$ cat config.mk
export PLATFORM = sky130hd
export DESIGN_NAME = p4mux_top
export DESIGN_NICKNAME = d
export VERILOG_FILES = /design/src/include/p4mux_pkg.sv /design/src/verilog/p4mux_top.sv
export SDC_FILE = /design/constraint.sdc
export NUM_CORES = 1
export LEC_CHECK = 0
export BUFFER_PORTS_ARGS = -buffer_cell sky130_fd_sc_hd__buf_2
export CAP_MARGIN = 0
export CORE_MARGIN = 2
export CORE_UTILIZATION = 40
export DETAILED_ROUTE_END_ITERATION = 7
export HOLD_SLACK_MARGIN = 0.08
export MAX_ROUTING_LAYER = met4
export PLACE_DENSITY = 0.75
export RECOVER_POWER = 25
export SYNTH_ARGS = -nofsm -noshare
export SYNTH_HDL_FRONTEND = slang
export SYNTH_SLANG_ARGS = --single-unit
$ cat constraint.sdc
create_clock -name clk -period 2.9 [get_ports clk]
set_input_delay 0.145 -clock clk [delete_from_list [all_inputs] [get_ports clk]]
set_output_delay 0.145 -clock clk [all_outputs]
set_load 0.01 [all_outputs]
$ cat src/include/p4mux_pkg.sv
package p4mux_pkg;

  // ----------------------------------------------------------------
  // Pin positions within port 4
  // ----------------------------------------------------------------
  localparam int PIN_I2C_CLK = 4;
  localparam int PIN_I2C_DAT = 7;
  localparam int PIN_CANA_RX = 5;
  localparam int PIN_CANA_TX = 6;
  localparam int PIN_CANB_RX = 4;
  localparam int PIN_CANB_TX = 7;
  localparam int PORT_WIDTH = 8;

  // ----------------------------------------------------------------
  // Reset values of the configuration bits
  // ----------------------------------------------------------------
  localparam logic RST_CANA_EN = 1'b1;
  localparam logic RST_CANB_EN = 1'b0;
  localparam logic RST_I2C_EN = 1'b0;
  localparam logic RST_MISC_EN = 1'b0;
  localparam logic RST_BUS_EN = 1'b0;
  localparam logic RST_PAR = 1'b0;

  // ----------------------------------------------------------------
  // Controller decode window: bits 15:9 select, bit 8 picks controller
  // ----------------------------------------------------------------
  localparam logic [15:0] CAN_WIN_BASE = 16'h1000; // Arbitrary placement
  localparam int CAN_SEL_BIT = 8;

  // ----------------------------------------------------------------
  // Resource figures
  // ----------------------------------------------------------------
  localparam logic [6:0] MSG_OBJ_PER_CAN = 7'h20;
  localparam int IRQ_LINES = 4;
  localparam logic [7:0] SEG_MASK_CAN = 8'h0f; // Four segment lines left

endpackage

$ cat src/verilog/p4mux_top.sv
`timescale 1ns/10ps
// Functional notes
// RULE_01: I2C enable forces pins 4.4/4.7 open-drain.
// RULE_02: I2C clock on 4.4, data on 4.7.
// RULE_03: I2C disabled returns pins to port control.
// RULE_04: CAN A transmit 4.6, receive 4.5.
// RULE_05: CAN B transmit 4.7, receive 4.4.
// RULE_06: Software enables CANs before global bus enable.
// RULE_07: Reset: CAN A enabled, CAN B disabled.
// RULE_08: Same offsets, A8 picks controller, separate selects.
// RULE_09: CAN interrupts merged onto four shared lines.
// RULE_10: CAN in use leaves four segment lines.
// RULE_11: CAN transmit pins open-drain per port register.
// RULE_12: Parallel mode puts both CANs on 4.5/4.6.
// RULE_13: Software enables misc and bus before parallel.
// RULE_14: Both controllers together give 64 message objects.
// RULE_15: Parallel: shared receive, transmit low if either.
// RULE_16: I2C wins over CAN B without parallel.
module p4mux_top (
  // Clock and reset
  input wire logic clk,
  input wire logic rst_n,
  // Configuration writes
  input wire logic pcfg_wr,
  input wire logic pcfg_can_a_en,
  input wire logic pcfg_can_b_en,
  input wire logic pcfg_i2c_en,
  input wire logic pcfg_misc_en,
  input wire logic sys_wr,
  input wire logic sys_bus_en,
  input wire logic misc_wr,
  input wire logic misc_par,
  // Configuration status
  output logic can_a_en_r,
  output logic can_b_en_r,
  output logic i2c_en_r,
  output logic misc_en_r,
  output logic bus_en_r,
  output logic par_r,
  // Port 4 registers
  input wire logic [7:0] port4_data_reg,
  input wire logic [7:0] port4_direction_reg,
  input wire logic [7:0] port4_open_drain_reg,
  output logic [7:0] port4_pin_value_r,
  // Port 4 pins
  input wire logic [7:0] pin_in,
  output logic [7:0] pin_out_r,
  output logic [7:0] pin_oe_r,
  // CAN controllers
  input wire logic can_a_transmit,
  input wire logic can_b_transmit,
  output logic can_a_receive_r,
  output logic can_b_receive_r,
  // I2C controller
  input wire logic i2c_clk_drive_low,
  input wire logic i2c_dat_drive_low,
  output logic i2c_clk_in_r,
  output logic i2c_dat_in_r,
  // Peripheral bus decode
  input wire logic bus_sel,
  input wire logic [15:0] bus_addr,
  output logic can_a_cs_r,
  output logic can_b_cs_r,
  // Interrupts
  input wire logic [3:0] can_a_irq,
  input wire logic [3:0] can_b_irq,
  input wire logic [3:0] other_irq,
  output logic [3:0] bus_irq_r,
  // Segment address and resources
  input wire logic [7:0] seg_addr_req,
  output logic [7:0] seg_addr_en_r,
  output logic [6:0] msg_obj_total_r
);
  // ----------------------------------------------------------------
  // Configuration bits
  // ----------------------------------------------------------------
  // CAN enables lock once the bus is up, so a late change cannot glitch a live controller
  always_ff @(posedge clk)
  begin
    if (!rst_n)
      {can_a_en_r, can_b_en_r} <= {p4mux_pkg::RST_CANA_EN, p4mux_pkg::RST_CANB_EN}; // [RULE_07]
    else if (pcfg_wr && !bus_en_r)
      {can_a_en_r, can_b_en_r} <= {pcfg_can_a_en, pcfg_can_b_en}; // [RULE_06]
  end
  // I2C and misc-register enables
  always_ff @(posedge clk)
  begin
    if (!rst_n)
      {i2c_en_r, misc_en_r} <= {p4mux_pkg::RST_I2C_EN, p4mux_pkg::RST_MISC_EN};
    else if (pcfg_wr)
      {i2c_en_r, misc_en_r} <= {pcfg_i2c_en, pcfg_misc_en};
  end
  // Global peripheral bus enable
  always_ff @(posedge clk)
  begin
    if (!rst_n)
      bus_en_r <= p4mux_pkg::RST_BUS_EN;
    else if (sys_wr)
      bus_en_r <= sys_bus_en;
  end
  // Parallel mode bit is only reachable with both enables set
  always_ff @(posedge clk)
  begin
    if (!rst_n)
      par_r <= p4mux_pkg::RST_PAR;
    else if (misc_wr && misc_en_r && bus_en_r)
      par_r <= misc_par; // [RULE_13]
  end
  // ----------------------------------------------------------------
  // Pin input synchronisers
  // ----------------------------------------------------------------
  logic [7:0] pin_meta_r;
  logic [7:0] pin_sync_r;
  // Pins are asynchronous; only the second stage is used below
  always_ff @(posedge clk)
  begin
    if (!rst_n)
      {pin_sync_r, pin_meta_r} <= 16'hffff;
    else
      {pin_sync_r, pin_meta_r} <= {pin_meta_r, pin_in};
  end
  // ----------------------------------------------------------------
  // Alternate function selection
  // ----------------------------------------------------------------
  logic canb_own; // CAN B owns pins 4.4/4.7
  logic canb_par; // CAN B folded onto 4.5/4.6
  logic tx_shared;
  logic [7:0] alt_act;
  logic [7:0] alt_val;
  logic [7:0] alt_od;
  logic [7:0] alt_in;
  // I2C takes precedence over CAN B on the outer pin pair
  assign canb_own = can_b_en_r && !par_r && !i2c_en_r; // [RULE_16] [RULE_12]
  assign canb_par = can_b_en_r && par_r;
  // Dominant low from either controller wins the shared line
  assign tx_shared = (can_a_en_r ? can_a_transmit : 1'b1) &
                     (canb_par ? can_b_transmit : 1'b1); // [RULE_15]
  // Per-pin alternate-function vectors
  always_comb
  begin
    alt_act = 8'h00;
    alt_val = 8'hff;
    alt_od = 8'h00;
    alt_in = 8'h00;
    if (can_a_en_r || canb_par)
    begin
      alt_act[p4mux_pkg::PIN_CANA_TX] = 1'b1; // [RULE_04]
      alt_val[p4mux_pkg::PIN_CANA_TX] = tx_shared;
      alt_in[p4mux_pkg::PIN_CANA_RX] = 1'b1; // [RULE_04]
    end
    if (canb_own)
    begin
      alt_act[p4mux_pkg::PIN_CANB_TX] = 1'b1; // [RULE_05]
      alt_val[p4mux_pkg::PIN_CANB_TX] = can_b_transmit;
      alt_in[p4mux_pkg::PIN_CANB_RX] = 1'b1; // [RULE_05]
    end
    if (i2c_en_r)
    begin
      alt_act[p4mux_pkg::PIN_I2C_CLK] = 1'b1; // [RULE_02]
      alt_val[p4mux_pkg::PIN_I2C_CLK] = !i2c_clk_drive_low;
      alt_od[p4mux_pkg::PIN_I2C_CLK] = 1'b1; // [RULE_01]
      alt_act[p4mux_pkg::PIN_I2C_DAT] = 1'b1; // [RULE_02]
      alt_val[p4mux_pkg::PIN_I2C_DAT] = !i2c_dat_drive_low;
      alt_od[p4mux_pkg::PIN_I2C_DAT] = 1'b1; // [RULE_01]
    end
  end
  // ----------------------------------------------------------------
  // Pin drivers
  // ----------------------------------------------------------------
  genvar gi;
  generate
    for (gi = 0; gi < p4mux_pkg::PORT_WIDTH; gi = gi + 1)
    begin : g_pin
      logic od;
      // Forced open-drain overrides the port register, which is then ignored
      assign od = alt_od[gi] | port4_open_drain_reg[gi];
      always_ff @(posedge clk)
      begin
        if (!rst_n || alt_in[gi])
          {pin_out_r[gi], pin_oe_r[gi]} <= 2'h0;
        else if (alt_act[gi])
        begin
          pin_out_r[gi] <= alt_val[gi];
          pin_oe_r[gi] <= od ? !alt_val[gi] : 1'b1; // [RULE_11] [RULE_01]
        end
        else
        begin
          pin_out_r[gi] <= port4_data_reg[gi]; // [RULE_03]
          pin_oe_r[gi] <= od ? (port4_direction_reg[gi] & !port4_data_reg[gi])
                             : port4_direction_reg[gi]; // [RULE_03]
        end
      end
    end
  endgenerate
  // ----------------------------------------------------------------
  // Receive paths
  // ----------------------------------------------------------------
  // Disabled controllers see a recessive line
  always_ff @(posedge clk)
  begin
    if (!rst_n)
      {can_a_receive_r, can_b_receive_r, i2c_clk_in_r, i2c_dat_in_r, port4_pin_value_r} <= 12'hfff;
    else
    begin
      can_a_receive_r <= can_a_en_r ? pin_sync_r[p4mux_pkg::PIN_CANA_RX] : 1'b1; // [RULE_04]
      can_b_receive_r <= canb_par ? pin_sync_r[p4mux_pkg::PIN_CANA_RX]
                       : (canb_own ? pin_sync_r[p4mux_pkg::PIN_CANB_RX] : 1'b1); // [RULE_15] [RULE_05]
      i2c_clk_in_r <= i2c_en_r ? pin_sync_r[p4mux_pkg::PIN_I2C_CLK] : 1'b1; // [RULE_02]
      i2c_dat_in_r <= i2c_en_r ? pin_sync_r[p4mux_pkg::PIN_I2C_DAT] : 1'b1;
      port4_pin_value_r <= pin_sync_r;
    end
  end
  // ----------------------------------------------------------------
  // Decode, interrupts, segment lines, message objects
  // ----------------------------------------------------------------
  logic win_hit;
  assign win_hit = bus_sel && (bus_addr[15:9] == p4mux_pkg::CAN_WIN_BASE[15:9]);
  // One select per controller; bit 8 alone tells them apart
  always_ff @(posedge clk)
  begin
    if (!rst_n)
      {can_a_cs_r, can_b_cs_r} <= 2'h0;
    else
    begin
      can_a_cs_r <= win_hit && !bus_addr[p4mux_pkg::CAN_SEL_BIT] && can_a_en_r; // [RULE_08]
      can_b_cs_r <= win_hit && bus_addr[p4mux_pkg::CAN_SEL_BIT] && can_b_en_r; // [RULE_08]
    end
  end
  // Shared vectors: software must poll to find the source
  always_ff @(posedge clk)
  begin
    if (!rst_n)
      bus_irq_r <= 4'h0;
    else
      bus_irq_r <= (can_a_en_r ? can_a_irq : 4'h0) | (can_b_en_r ? can_b_irq : 4'h0) | other_irq; // [RULE_09]
  end
  // Upper segment lines are lost while any CAN is in use
  always_ff @(posedge clk)
  begin
    if (!rst_n)
      {seg_addr_en_r, msg_obj_total_r} <= 15'h0000;
    else
    begin
      seg_addr_en_r <= (can_a_en_r || can_b_en_r) ? (seg_addr_req & p4mux_pkg::SEG_MASK_CAN)
                                                  : seg_addr_req; // [RULE_10]
      msg_obj_total_r <= (can_a_en_r ? p4mux_pkg::MSG_OBJ_PER_CAN : 7'h00) +
                         (can_b_en_r ? p4mux_pkg::MSG_OBJ_PER_CAN : 7'h00); // [RULE_14]
    end
  end
  // ----------------------------------------------------------------
  // Assertions
  // ----------------------------------------------------------------
  a_i2c_od_force: assert property (@(posedge clk) disable iff (!rst_n) // [RULE_01]
    i2c_en_r && $stable(i2c_en_r) |=> !(pin_oe_r[p4mux_pkg::PIN_I2C_CLK] && pin_out_r[p4mux_pkg::PIN_I2C_CLK]))
    else $error("I2C clock pin driven high");
  a_i2c_clk_route: assert property (@(posedge clk) disable iff (!rst_n) // [RULE_02]
    i2c_en_r && i2c_clk_drive_low |=> pin_oe_r[p4mux_pkg::PIN_I2C_CLK] || !i2c_en_r)
    else $error("I2C clock low not driven");
  a_port_return: assert property (@(posedge clk) disable iff (!rst_n) // [RULE_03]
    !i2c_en_r && !can_b_en_r && !port4_open_drain_reg[7] |=> pin_oe_r[7] == $past(port4_direction_reg[7]))
    else $error("Pin 4.7 not under port control");
  a_cana_tx_route: assert property (@(posedge clk) disable iff (!rst_n) // [RULE_04]
    can_a_en_r && !par_r && !port4_open_drain_reg[6] |=> pin_oe_r[6] && pin_out_r[6] == $past(can_a_transmit))
    else $error("CAN A transmit not on 4.6");
  a_canb_rx_route: assert property (@(posedge clk) disable iff (!rst_n) // [RULE_05]
    canb_own |=> can_b_receive_r == $past(pin_sync_r[p4mux_pkg::PIN_CANB_RX]))
    else $error("CAN B receive not from 4.4");
  a_enable_lock: assert property (@(posedge clk) disable iff (!rst_n) // [RULE_06]
    bus_en_r && pcfg_wr |=> $stable(can_a_en_r) && $stable(can_b_en_r))
    else $error("CAN enable changed after bus enable");
  a_reset_enables: assert property (@(posedge clk) // [RULE_07]
    !rst_n |=> can_a_en_r && !can_b_en_r)
    else $error("Wrong CAN enables after reset");
  a_cs_split: assert property (@(posedge clk) disable iff (!rst_n) // [RULE_08]
    ##1 !(can_a_cs_r && can_b_cs_r))
    else $error("Both CAN selects active");
  a_seg_limit: assert property (@(posedge clk) disable iff (!rst_n) // [RULE_10]
    (can_a_en_r || can_b_en_r) |=> seg_addr_en_r[7:4] == 4'h0)
    else $error("Upper segment lines enabled with CAN");
  a_par_gate: assert property (@(posedge clk) disable iff (!rst_n) // [RULE_13]
    misc_wr && !(misc_en_r && bus_en_r) |=> $stable(par_r))
    else $error("Parallel bit written without enables");
  a_par_dominant: assert property (@(posedge clk) disable iff (!rst_n) // [RULE_15]
    canb_par && !can_b_transmit && !port4_open_drain_reg[6] |=> pin_oe_r[6] && !pin_out_r[6])
    else $error("Shared transmit not dominant");
  a_i2c_priority: assert property (@(posedge clk) disable iff (!rst_n) // [RULE_16]
    i2c_en_r && can_b_en_r && !par_r && i2c_dat_drive_low |=> pin_oe_r[7] && !pin_out_r[7])
    else $error("CAN B overrode I2C data pin");
  a_msg_total: assert property (@(posedge clk) disable iff (!rst_n) // [RULE_14]
    can_a_en_r && can_b_en_r |=> msg_obj_total_r == 7'h40)
    else $error("Message object total wrong");

  c_parallel: cover property (@(posedge clk) disable iff (!rst_n) canb_par && can_a_en_r);
  c_i2c_on: cover property (@(posedge clk) disable iff (!rst_n) i2c_en_r && !i2c_dat_drive_low);
  c_both_can: cover property (@(posedge clk) disable iff (!rst_n) canb_own && can_a_en_r);

endmodule

### Word level (Yosys, flattened, before mapping)

Index checks and enable logic that the tools add are counted.

| cells by class | value |
|---|---|
| add/subtract/negate cells | 1 |
| multiply operators | 0 |
| div/mod/pow operators | 0 |
| order comparisons | 0 |
| eq/ne operators | 1 |
| shifts and indexed selects | 0 |
| mux-type cells | 33 |
| bitwise logic cells | 14 |
| reductions and logical operators | 36 |

Operators with widths:

| kind | number |
|---|---|
| two-way mux 1 bit | 29 |
| logical NOT 1 bit | 18 |
| two-way mux 6 bit | 2 |
| logical AND 1 bit | 11 |
| AND 1 bit | 9 |
| two-way mux 4 bit | 2 |
| OR 4 bit | 2 |
| adder 6 x 6 -> 7 bit | 1 |
| == test 7 x 4 -> 1 bit, second input constant | 1 |
| logical OR 1 bit | 4 |
| AND reduction 2 bit | 2 |
| OR 1 bit | 2 |
| OR reduction 2 bit | 1 |
| inverter 1 bit | 1 |

| word-level totals | value |
|---|---|
| bits in registers | 71 |
| bits in latches | 0 |
| bits in writable memories | 0 |
| memory bits (read-only) | 0 |
| bits of input ports | 84 |
| word-level logic and storage cells | 120 |
| memories | 0 |

### Longest topological paths before layout

Gate-level depths: netlist (run 1).

| logic depth | value |
|---|---|
| depth in word-level cells | 8 |
| gate-level depth with buffers | 4 |

### Least setup slack after synthesis (run 1)

No wires, ideal clock.

| timing | value |
|---|---|
| kind | reg-to-reg |
| start point | register can_b_en_r |
| end point | register pin_oe_r[6] |
| arrival time | 1,058 ps |
| required time | 2,814 ps |
| setup slack | 1,755 ps |
| stages on the path, launching flop included | 5 |
| buffers on the path | 1 |
| period minus slack after synthesis | 1,145 ps |
| cells stage by stage | dfxtp_1 buf_6 nand2_1 o221a_1 a221oi_2 |

| on the way | value |
|---|---|
| cells in the longest elaborated chain, start to end | 7 |
| elaborated cells on any way between the ends | 9 |

RTL lines:

| item | line | RTL |
|---|---|---|
| from (decl) | p4mux_top.sv:35 | `output logic can_b_en_r,` |
| from (signal assigned) | p4mux_top.sv:81 | `{can_a_en_r, can_b_en_r} <= {p4mux_pkg::RST_CANA_EN, p4mux_pkg::RST_CANB_EN};` |
| from (signal assigned) | p4mux_top.sv:83 | `{can_a_en_r, can_b_en_r} <= {pcfg_can_a_en, pcfg_can_b_en};` |
| logical AND 1 bit * | p4mux_top.sv:134 | `assign canb_par = can_b_en_r && par_r;` |
| two-way mux 1 bit | p4mux_top.sv:137 | `(canb_par ? can_b_transmit : 1'b1);` |
| AND 1 bit | p4mux_top.sv:136 | `assign tx_shared = (can_a_en_r ? can_a_transmit : 1'b1) &` |
| two-way mux 1 bit | p4mux_top.sv:145 | `if (can_a_en_r \|\| canb_par)` |
| logical NOT 1 bit | p4mux_top.sv:184 | `pin_oe_r[gi] <= od ? !alt_val[gi] : 1'b1;` |
| two-way mux 1 bit | p4mux_top.sv:184 |  |
| two-way mux 1 bit * | p4mux_top.sv:181 | `else if (alt_act[gi])` |
| to (signal, indexed assignment) | p4mux_top.sv:184 |  |
| to (signal, indexed assignment) | p4mux_top.sv:189 | `pin_oe_r[gi] <= od ? (port4_direction_reg[gi] & !port4_data_reg[gi])` |
| to (decl) | p4mux_top.sv:48 | `output logic [7:0] pin_oe_r,` |

Mark *: on every way between the ends. The rest lies on a longest branch, timed or not.
A chain may end at the register's enable or synchronous reset.

### Worst setup path after layout (run 1)

| timing | value |
|---|---|
| start point | input bus_addr[14] |
| end point | register can_a_cs_r |

| on the way | value |
|---|---|
| cells in the longest elaborated chain, start to end | 4 |

RTL lines:

| item | line | RTL |
|---|---|---|
| from (decl) | p4mux_top.sv:61 | `input wire logic [15:0] bus_addr,` |
| == test 7 x 4 -> 1 bit | p4mux_top.sv:217 | `assign win_hit = bus_sel && (bus_addr[15:9] == p4mux_pkg::CAN_WIN_BASE[15:9]);` |
| logical AND 1 bit | p4mux_top.sv:217 |  |
| logical AND 1 bit (2 in a row) | p4mux_top.sv:225 | `can_a_cs_r <= win_hit && !bus_addr[p4mux_pkg::CAN_SEL_BIT] && can_a_en_r;` |
| to (signal assigned) | p4mux_top.sv:225 |  |
| to (decl) | p4mux_top.sv:62 | `output logic can_a_cs_r,` |

Every way passes these cells.

==> results of run 1 <==
[layout by cell type (no fill, tap or decap), drive strengths merged]
cell type / n
nor4b: 2
clkbuf: 11
nand3: 3
ha: 2
a21oi: 6
and3b: 1
dlygate4sd3: 51
or2b: 1
inv: 4
a211oi: 2
a221oi: 5
bufinv: 2
conb: 5
nand2b: 24
dfxtp: 66
or3: 1
and2: 11
and3: 5
nor2: 12
mux2i: 6
clkinvlp: 1
nor2b: 3
and4: 1
clkinv: 3
o41ai: 1
o221a: 1
o211ai: 2
buf: 125
nor3: 1
nor4: 1
o21ai: 2
nand3b: 3
nand2: 12
a211o: 1
[routing by layer]
layer  vias to the layer above  routed length (um)  global-route usage
met3                        11                 292              0.0506
met4                         0                 103               0.107
met1                       882                2100               0.196
li1                        994                   -                   -
met2                        79                2950               0.348
met5                         -                   0                   -
[where the power goes]
part / total (mW) / switching [mW] / leakage [nW] / internal (mW)
combinational: 0.233 / 0.0960 / 1.04 / 0.137
clock: 0.848 / 0.339 / 0.112 / 0.509
sequential: 0.969 / 0.0198 / 0.545 / 0.949
total: 2.05 / 0.455 / 1.70 / 1.59
[worst min path at each step]
stage / start / endpoint
final: port4_data_reg[4] / pin_out_r[4]
after global routing: sys_bus_en / bus_en_r
after CTS: port4_data_reg[4] / pin_out_r[4]
after detailed placement: port4_open_drain_reg[1] / pin_oe_r[1]
after global placement: port4_open_drain_reg[2] / pin_oe_r[2]
after floorplan: rst_n / port4_pin_value_r[0]
[sequential cells by signal, summed over array words and instances, names as in the netlist, 2 cells and up]
| register | flops |
|---|---|
| pin_meta_r | 8 |
| seg_addr_en_r | 8 |
| bus_irq_r | 4 |
| pin_oe_r | 8 |
| pin_sync_r | 8 |
| pin_out_r | 8 |
| port4_pin_value_r | 8 |
| msg_obj_total_r | 2 |
[worst reg2reg max path, delay by kind of cell, from the launching register on]
family          cells  cell delay [ns]
flops               1             0.67
buf+inv             1             0.57
compound gates      2             0.47
simple gates        1             0.11
[final cells by class]
| type | count | area (um^2) |
|---|---|---|
| inverter | 4 | 15.0 |
| tap | 70 | 87.6 |
| clock buffer | 10 | 138 |
| fill | 391 | 1590 |
| timing repair buffer | 177 | 1140 |
| multi-input combinational | 114 | 719 |
| clock inverter | 6 | 90.1 |
| sequential | 66 | 1320 |
[timing repair]
action / CTS / global route
hold endpoints to repair: 41 / 0
resized for setup: 0 / 0
hold buffers: 51 / 0
setup endpoints to repair: 0 / 0
[cells by family after synthesis]
logic type                 share of synthesized area
DFF                                            0.622
muxes                                         0.0283
and+or+nand+nor                                0.216
AOI/OAI and AO/OA                             0.0736
other                                        0.00176
buffers and inverters                         0.0471
adders and majority gates                     0.0118
[through the flow]
stage	power, mW	std cells
3_3_place_gp	1.16	380
4_1_cts	2.07	447
3_5_place_dp	1.17	380
6_report	2.05	447
5_1_grt	2.15	447
2_1_floorplan	1.08	198
==> results.md, run 1 <==
- Starting DRT DRC Count: 51
- CTS Sinks: between 60 and 70
- IO buf count: between 100 and 150
- HPWL Detailed: 3250 um
- Leading area contributor after synthesis: dfxtp_1
- CTS Buffer Depth: 2
- Worst VDD drop: 0.000315 V
- Vias in the first global route: around 1900
- Warnings, synthesis: 0
- Post-CTS Setup Inserts: 0
- Critical path capture point: can_a_cs_r
- Final Hold Viols: 0
- Layout Nets: approximately 460
- WHS Path Cells: 3
- First-pass GRT wire length: about 8800 um
- Initial core utilization: 0.416
- Worst-Margin Slew: between 0.5 and 0.6 ns
- Gate Count Post-Synth: between 150 and 200
- Min Hold Slack: between 0.09 and 0.1 ns
- Vias per Instance: approximately 4.4
- Synth top cells by count: dfxtp_1, nand2b_1, nand2_1, nor2_1, and2_1
- Leak: approximately 1.7 nW
- Required @ worst endpoint: about 3.2 ns
- Critical path peak fanout: 2
- Period utilization: 0.759
- Total grt overflow: 0
- CTS H-tree depth: 3
- Hold WC Path Type: in -> reg
- CTS tree: yes
- Post-synth ARST share: 0
- RR Startpoint: can_b_en_r
- Clk_lat worst skew: about 0.32 ns
- Skew final: 0.00569 ns
- FP Rows: 26
- Synth top area cells: dfxtp_1, nand2b_1, and2_1
- Largest net degree at the start of global routing: 53
- Startpoint Class: input port
- Core Region: just over 5000 um^2
- Layout cells sized above 1: 0.385
- GP Congestion: 0.747
- Final min period: approximately 2.2 ns
- Antenna Cells: 0
- Cell Chain, Critical Path: dlygate4sd3_1 > buf_2 > nor4b_1 > dlygate4sd3_1 > nand2_1 > nor4_1 > dlygate4sd3_1
- Setup_tns: 0 ns
- Maximum clock frequency: ~450 MHz
- Area delta synth->final: 65.3%
- Final Worst Setup Slack: 0.698 ns
- Post-synth top flop: dfxtp_1
- DRT antenna net count: 0
- Post-synthesis sequential area ratio: 0.622
- CTS buffer count: 9
- WS Path Type: in -> reg
- DP Area: ~2800 um^2
- CP Capture Type: flop
- CP delay by family, top: buffers and inverters
- Crit path launch: bus_addr[14]
- Reg-to-reg critical path endpoint: pin_oe_r[6]
- Mapped cell area: approximately 2100 um^2
- Initial antenna violation count: 0
- WP buf/inv: 4
- Post-Syn Area per Cell: 11.0 um^2
- Pwr per Cell Area: 583 nW/um^2
- Most frequent CP cell: dlygate4sd3_1
- Most frequent cell after synthesis: dfxtp_1
- Slowest cell delay on critical path: a little under 0.6 ns
- Die Area: approximately 5900 um^2
- Post-synth top area share: 0.622
- RSZ-0062 raised after global routing: no
- Via Count: just under 2000
- Final setup fails: 0
- Worst EP arrival: 2.47 ns
- Max Slew Vio Count: 0
- GRT Overall Usage: 0.196
- CP max stage cell: dlygate4sd3_1
- R2R setup slack: ~1.0 ns
- Max-capacitance violation count: 0
- Clock transition at path regs: roughly 0.070 ns
- Height of the die: 76.9 um
- WL/cell: 12.2 um
- Reg2reg path depth: 4
- Number of flops mapped to enable cells by yosys: 0
- Worst path depth: 7
- DRT Wirelength: between 5000 and 6000 um
- DRC Markers: 0
- Final Util: 0.688
- Pre-CTS setup slack: approximately 1.5 ns
- Ports: 139
- Yosys reg bits: 66
- DRT Pass-1 Iters: 4
- Status: finished clean
- Die width: ~77 um
- CTS Root Cell: clkbuf_8
- Distinct cells, synth: 35
- Post-route cell area: about 3500 um^2
- Max-slew headroom: 0.627
Note: power is estimated with default switching activity, not from simulation.
==> inputs of run 2 (changes only) <==
--- a/config.mk
+++ b/config.mk
@@ -5,14 +5,15 @@
 export SDC_FILE = /design/constraint.sdc
 export NUM_CORES = 1
 export LEC_CHECK = 0
+export ABC_AREA = 1
 export BUFFER_PORTS_ARGS = -buffer_cell sky130_fd_sc_hd__buf_2
 export CAP_MARGIN = 0
 export CORE_MARGIN = 2
-export CORE_UTILIZATION = 40
+export CORE_UTILIZATION = 37
 export DETAILED_ROUTE_END_ITERATION = 7
 export HOLD_SLACK_MARGIN = 0.08
 export MAX_ROUTING_LAYER = met4
-export PLACE_DENSITY = 0.75
+export PLACE_DENSITY = 0.72
 export RECOVER_POWER = 25
 export SYNTH_ARGS = -nofsm -noshare
 export SYNTH_HDL_FRONTEND = slang
==> constraint.sdc (replaced) <==
create_clock -name clk -period 1.8 [get_ports clk]
set_input_delay 0.09 -clock clk [delete_from_list [all_inputs] [get_ports clk]]
set_output_delay 0.09 -clock clk [all_outputs]
set_load 0.01 [all_outputs]
==> results.md, run 2 <==
- Vias in the first global route: 2130
- Via Count: ~2200
- Layout Nets: 515
- Synth top cells by count: dfxtp_1, nand2_1, inv_1, or2_1, nor2_1
- Gate Count Post-Synth: 239
- Largest net degree at the start of global routing: 25
- NetSw: about 740 uW
- Area occupied by registers: approximately 1300 um^2
- CTS Root Cell: clkbuf_8
- Min Hold Slack: 0.115 ns
- Leak: approximately 1.8 nW
- Clk_lat worst skew: approximately 0.33 ns
- First-pass GRT wire length: about 9000 um
- Post-synth top flop: dfxtp_1
- Status: finished clean
- WL/cell: approximately 12 um
- CTS buffer count: 9
- Period utilization: 0.941
- Commonest non-fill, non-tap cells in the layout: buf_2, dfxtp_1, dlygate4sd3_1
- Yosys reg bits: 66
- Area delta synth->final: 66.0%
- Critical path peak fanout: 24
- DRT antenna net count: 0
- GP Congestion: 0.710
- GRT Overall Usage: 0.196
- Commonest non-fill, non-tap cell in the layout: buf_2
- Leading area contributor after synthesis: dfxtp_1
- CP Capture Type: flop
- Final Worst Setup Slack: between 0.1 and 0.15 ns
- Max-capacitance violation count: 0
- Initial core utilization: 0.389
- Mapped cell area: 2170 um^2
- WS Path Type: in -> reg
- Pwr per Cell Area: 873 nW/um^2
- Flop pwr share: 0.499
- Worst EP arrival: around 2.0 ns
- Min-Delay Endpoint: i2c_en_r
- Skew final: 0.00674 ns
- R2R setup slack: ~0.15 ns
- WHS Path Cells: 3
- Total grt overflow: 0
- Post-synth ARST share: 0
- Post-CTS Setup Inserts: 0
- CTS H-tree depth: 3
- DRT Pass-1 Iters: 4
- Maximum clock frequency: between 500 and 600 MHz
- Multi-input combinational cell area: about 650 um^2
- Switching part of the total power: 0.237
- FP Rows: 27
- Antenna Cells: 0
- Number of flops mapped to enable cells by yosys: 0
- Reg2reg path depth: 5
- Clk pwr share: 0.370
- DRC Markers: 0
- Final Hold Viols: 0
- Starting DRT DRC Count: roughly 90
- Reg-to-reg critical path endpoint: pin_oe_r[7]
- Post-synthesis sequential area ratio: 0.609
- Pre-CTS setup slack: around 0.57 ns
- Required @ worst endpoint: roughly 2.1 ns
- Synth top area cells: dfxtp_1, nand2_1, or2_1
- P_int: between 2 and 2.5 mW
- IO buf count: about 130
- RR Startpoint: i2c_en_r
- Final min period: between 1.5 and 2 ns
- Die width: between 80 and 90 um
- CTS tree: yes
- Layout cells sized above 1: 0.302
- CTS Sinks: between 60 and 70
- Hold Startpoint: pcfg_wr
- Height of the die: slightly above 80 um
- Distinct cells, synth: 26
- Post-Place Cells: 429
- Clock transition at path regs: ~0.070 ns
- Post-synth top area share: 0.609
- HPWL Detailed: about 3700 um
- Post-Syn Area per Cell: approximately 9.1 um^2
- Hold WC Path Type: in -> reg
- Vias per Instance: roughly 4.3
- Core Region: 5570 um^2
- # fillers: around 460
- CTS Buffer Depth: 2
- Initial antenna violation count: 0
- Worst VDD drop: roughly 0.00046 V
- Ports: 139
- Most frequent cell after synthesis: dfxtp_1
- DRT Wirelength: 5950 um
- Startpoint Class: input port
- Warnings, synthesis: 0
- Die Area: 6490 um^2
- Comb power frac: 0.131
- Setup_tns: 0 ns
- Total power: about 3.1 mW
- Final setup fails: 0
- Max Slew Vio Count: 0
- RSZ-0062 raised after global routing: no
- Finished Layout Cells: 506
==> run 2: power groups by stage <==
stage	clock network (mW)	logic, mW	registers (mW)
6_report	1.16	0.411	1.57
3_5_place_dp	0	0.304	1.60
5_1_grt	1.27	0.457	1.57
2_1_floorplan	0	0.133	1.62
3_3_place_gp	0	0.297	1.60
4_1_cts	1.19	0.408	1.56
==> run 2: per-stage QoR <==
step / utilization / instance area, um^2
final: 0.646 / 3600
after CTS: 0.649 / 3620
after global placement: 0.506 / 2820
after global routing: 0.646 / 3600
after detailed placement: 0.506 / 2820
after floorplan: - / 2180
==> run 2: how the worst max path moves through the flow <==
stage,from,end,depth (start not counted)
4_1_cts,can_b_en_r,pin_oe_r[5],6
6_report,rst_n,pin_oe_r[7],6
3_3_place_gp,can_b_en_r,pin_oe_r[6],5
2_1_floorplan,can_b_en_r,msg_obj_total_r[5],5
3_5_place_dp,can_b_en_r,pin_oe_r[6],5
5_1_grt,rst_n,par_r,6
==> run 2: cell type report <==
cell class / count / share of cell area
clock buffers: 11 / 0.0365
well taps: 72 / 0.0250
flip-flops and latches: 66 / 0.368
repair buffers: 187 / 0.339
multi-input cells: 132 / 0.182
inverters: 33 / 0.0344
clock inverters: 5 / 0.0153
==> run 2: kinds of logic after synthesis <==
| group | Yosys count | share of synthesized area |
|---|---|---|
| DFF | 66 | 0.609 |
| adders and majority gates | 2 | 0.0115 |
| other | 1 | 0.00173 |
| and+or+nand+nor | 99 | 0.218 |
| AOI/OAI and AO/OA | 26 | 0.0640 |
| buffers and inverters | 45 | 0.0958 |
==> run 2: repair_timing <==
action / 4_1_cts / 5_1_grt
hold endpoints to repair: 44 / 0
endpoints found under the setup margin: 0 / 9
hold buffers: 61 / 0
resized for setup: 0 / 2
==> run 2: critical path, stage by stage <==
cell	delay [ns]
dlygate4sd3_1	0.52
clkbuf_4	0.23
buf_4	0.28
o21ai_0	0.12
a21oi_1	0.14
dlygate4sd3_1	0.57
==> run 2: per-layer routing <==
metal,share of wire,GRT usage
met1,0.38,0.190
met5,0,-
met3,0.086,0.0596
met4,0.025,0.0915
met2,0.51,0.355
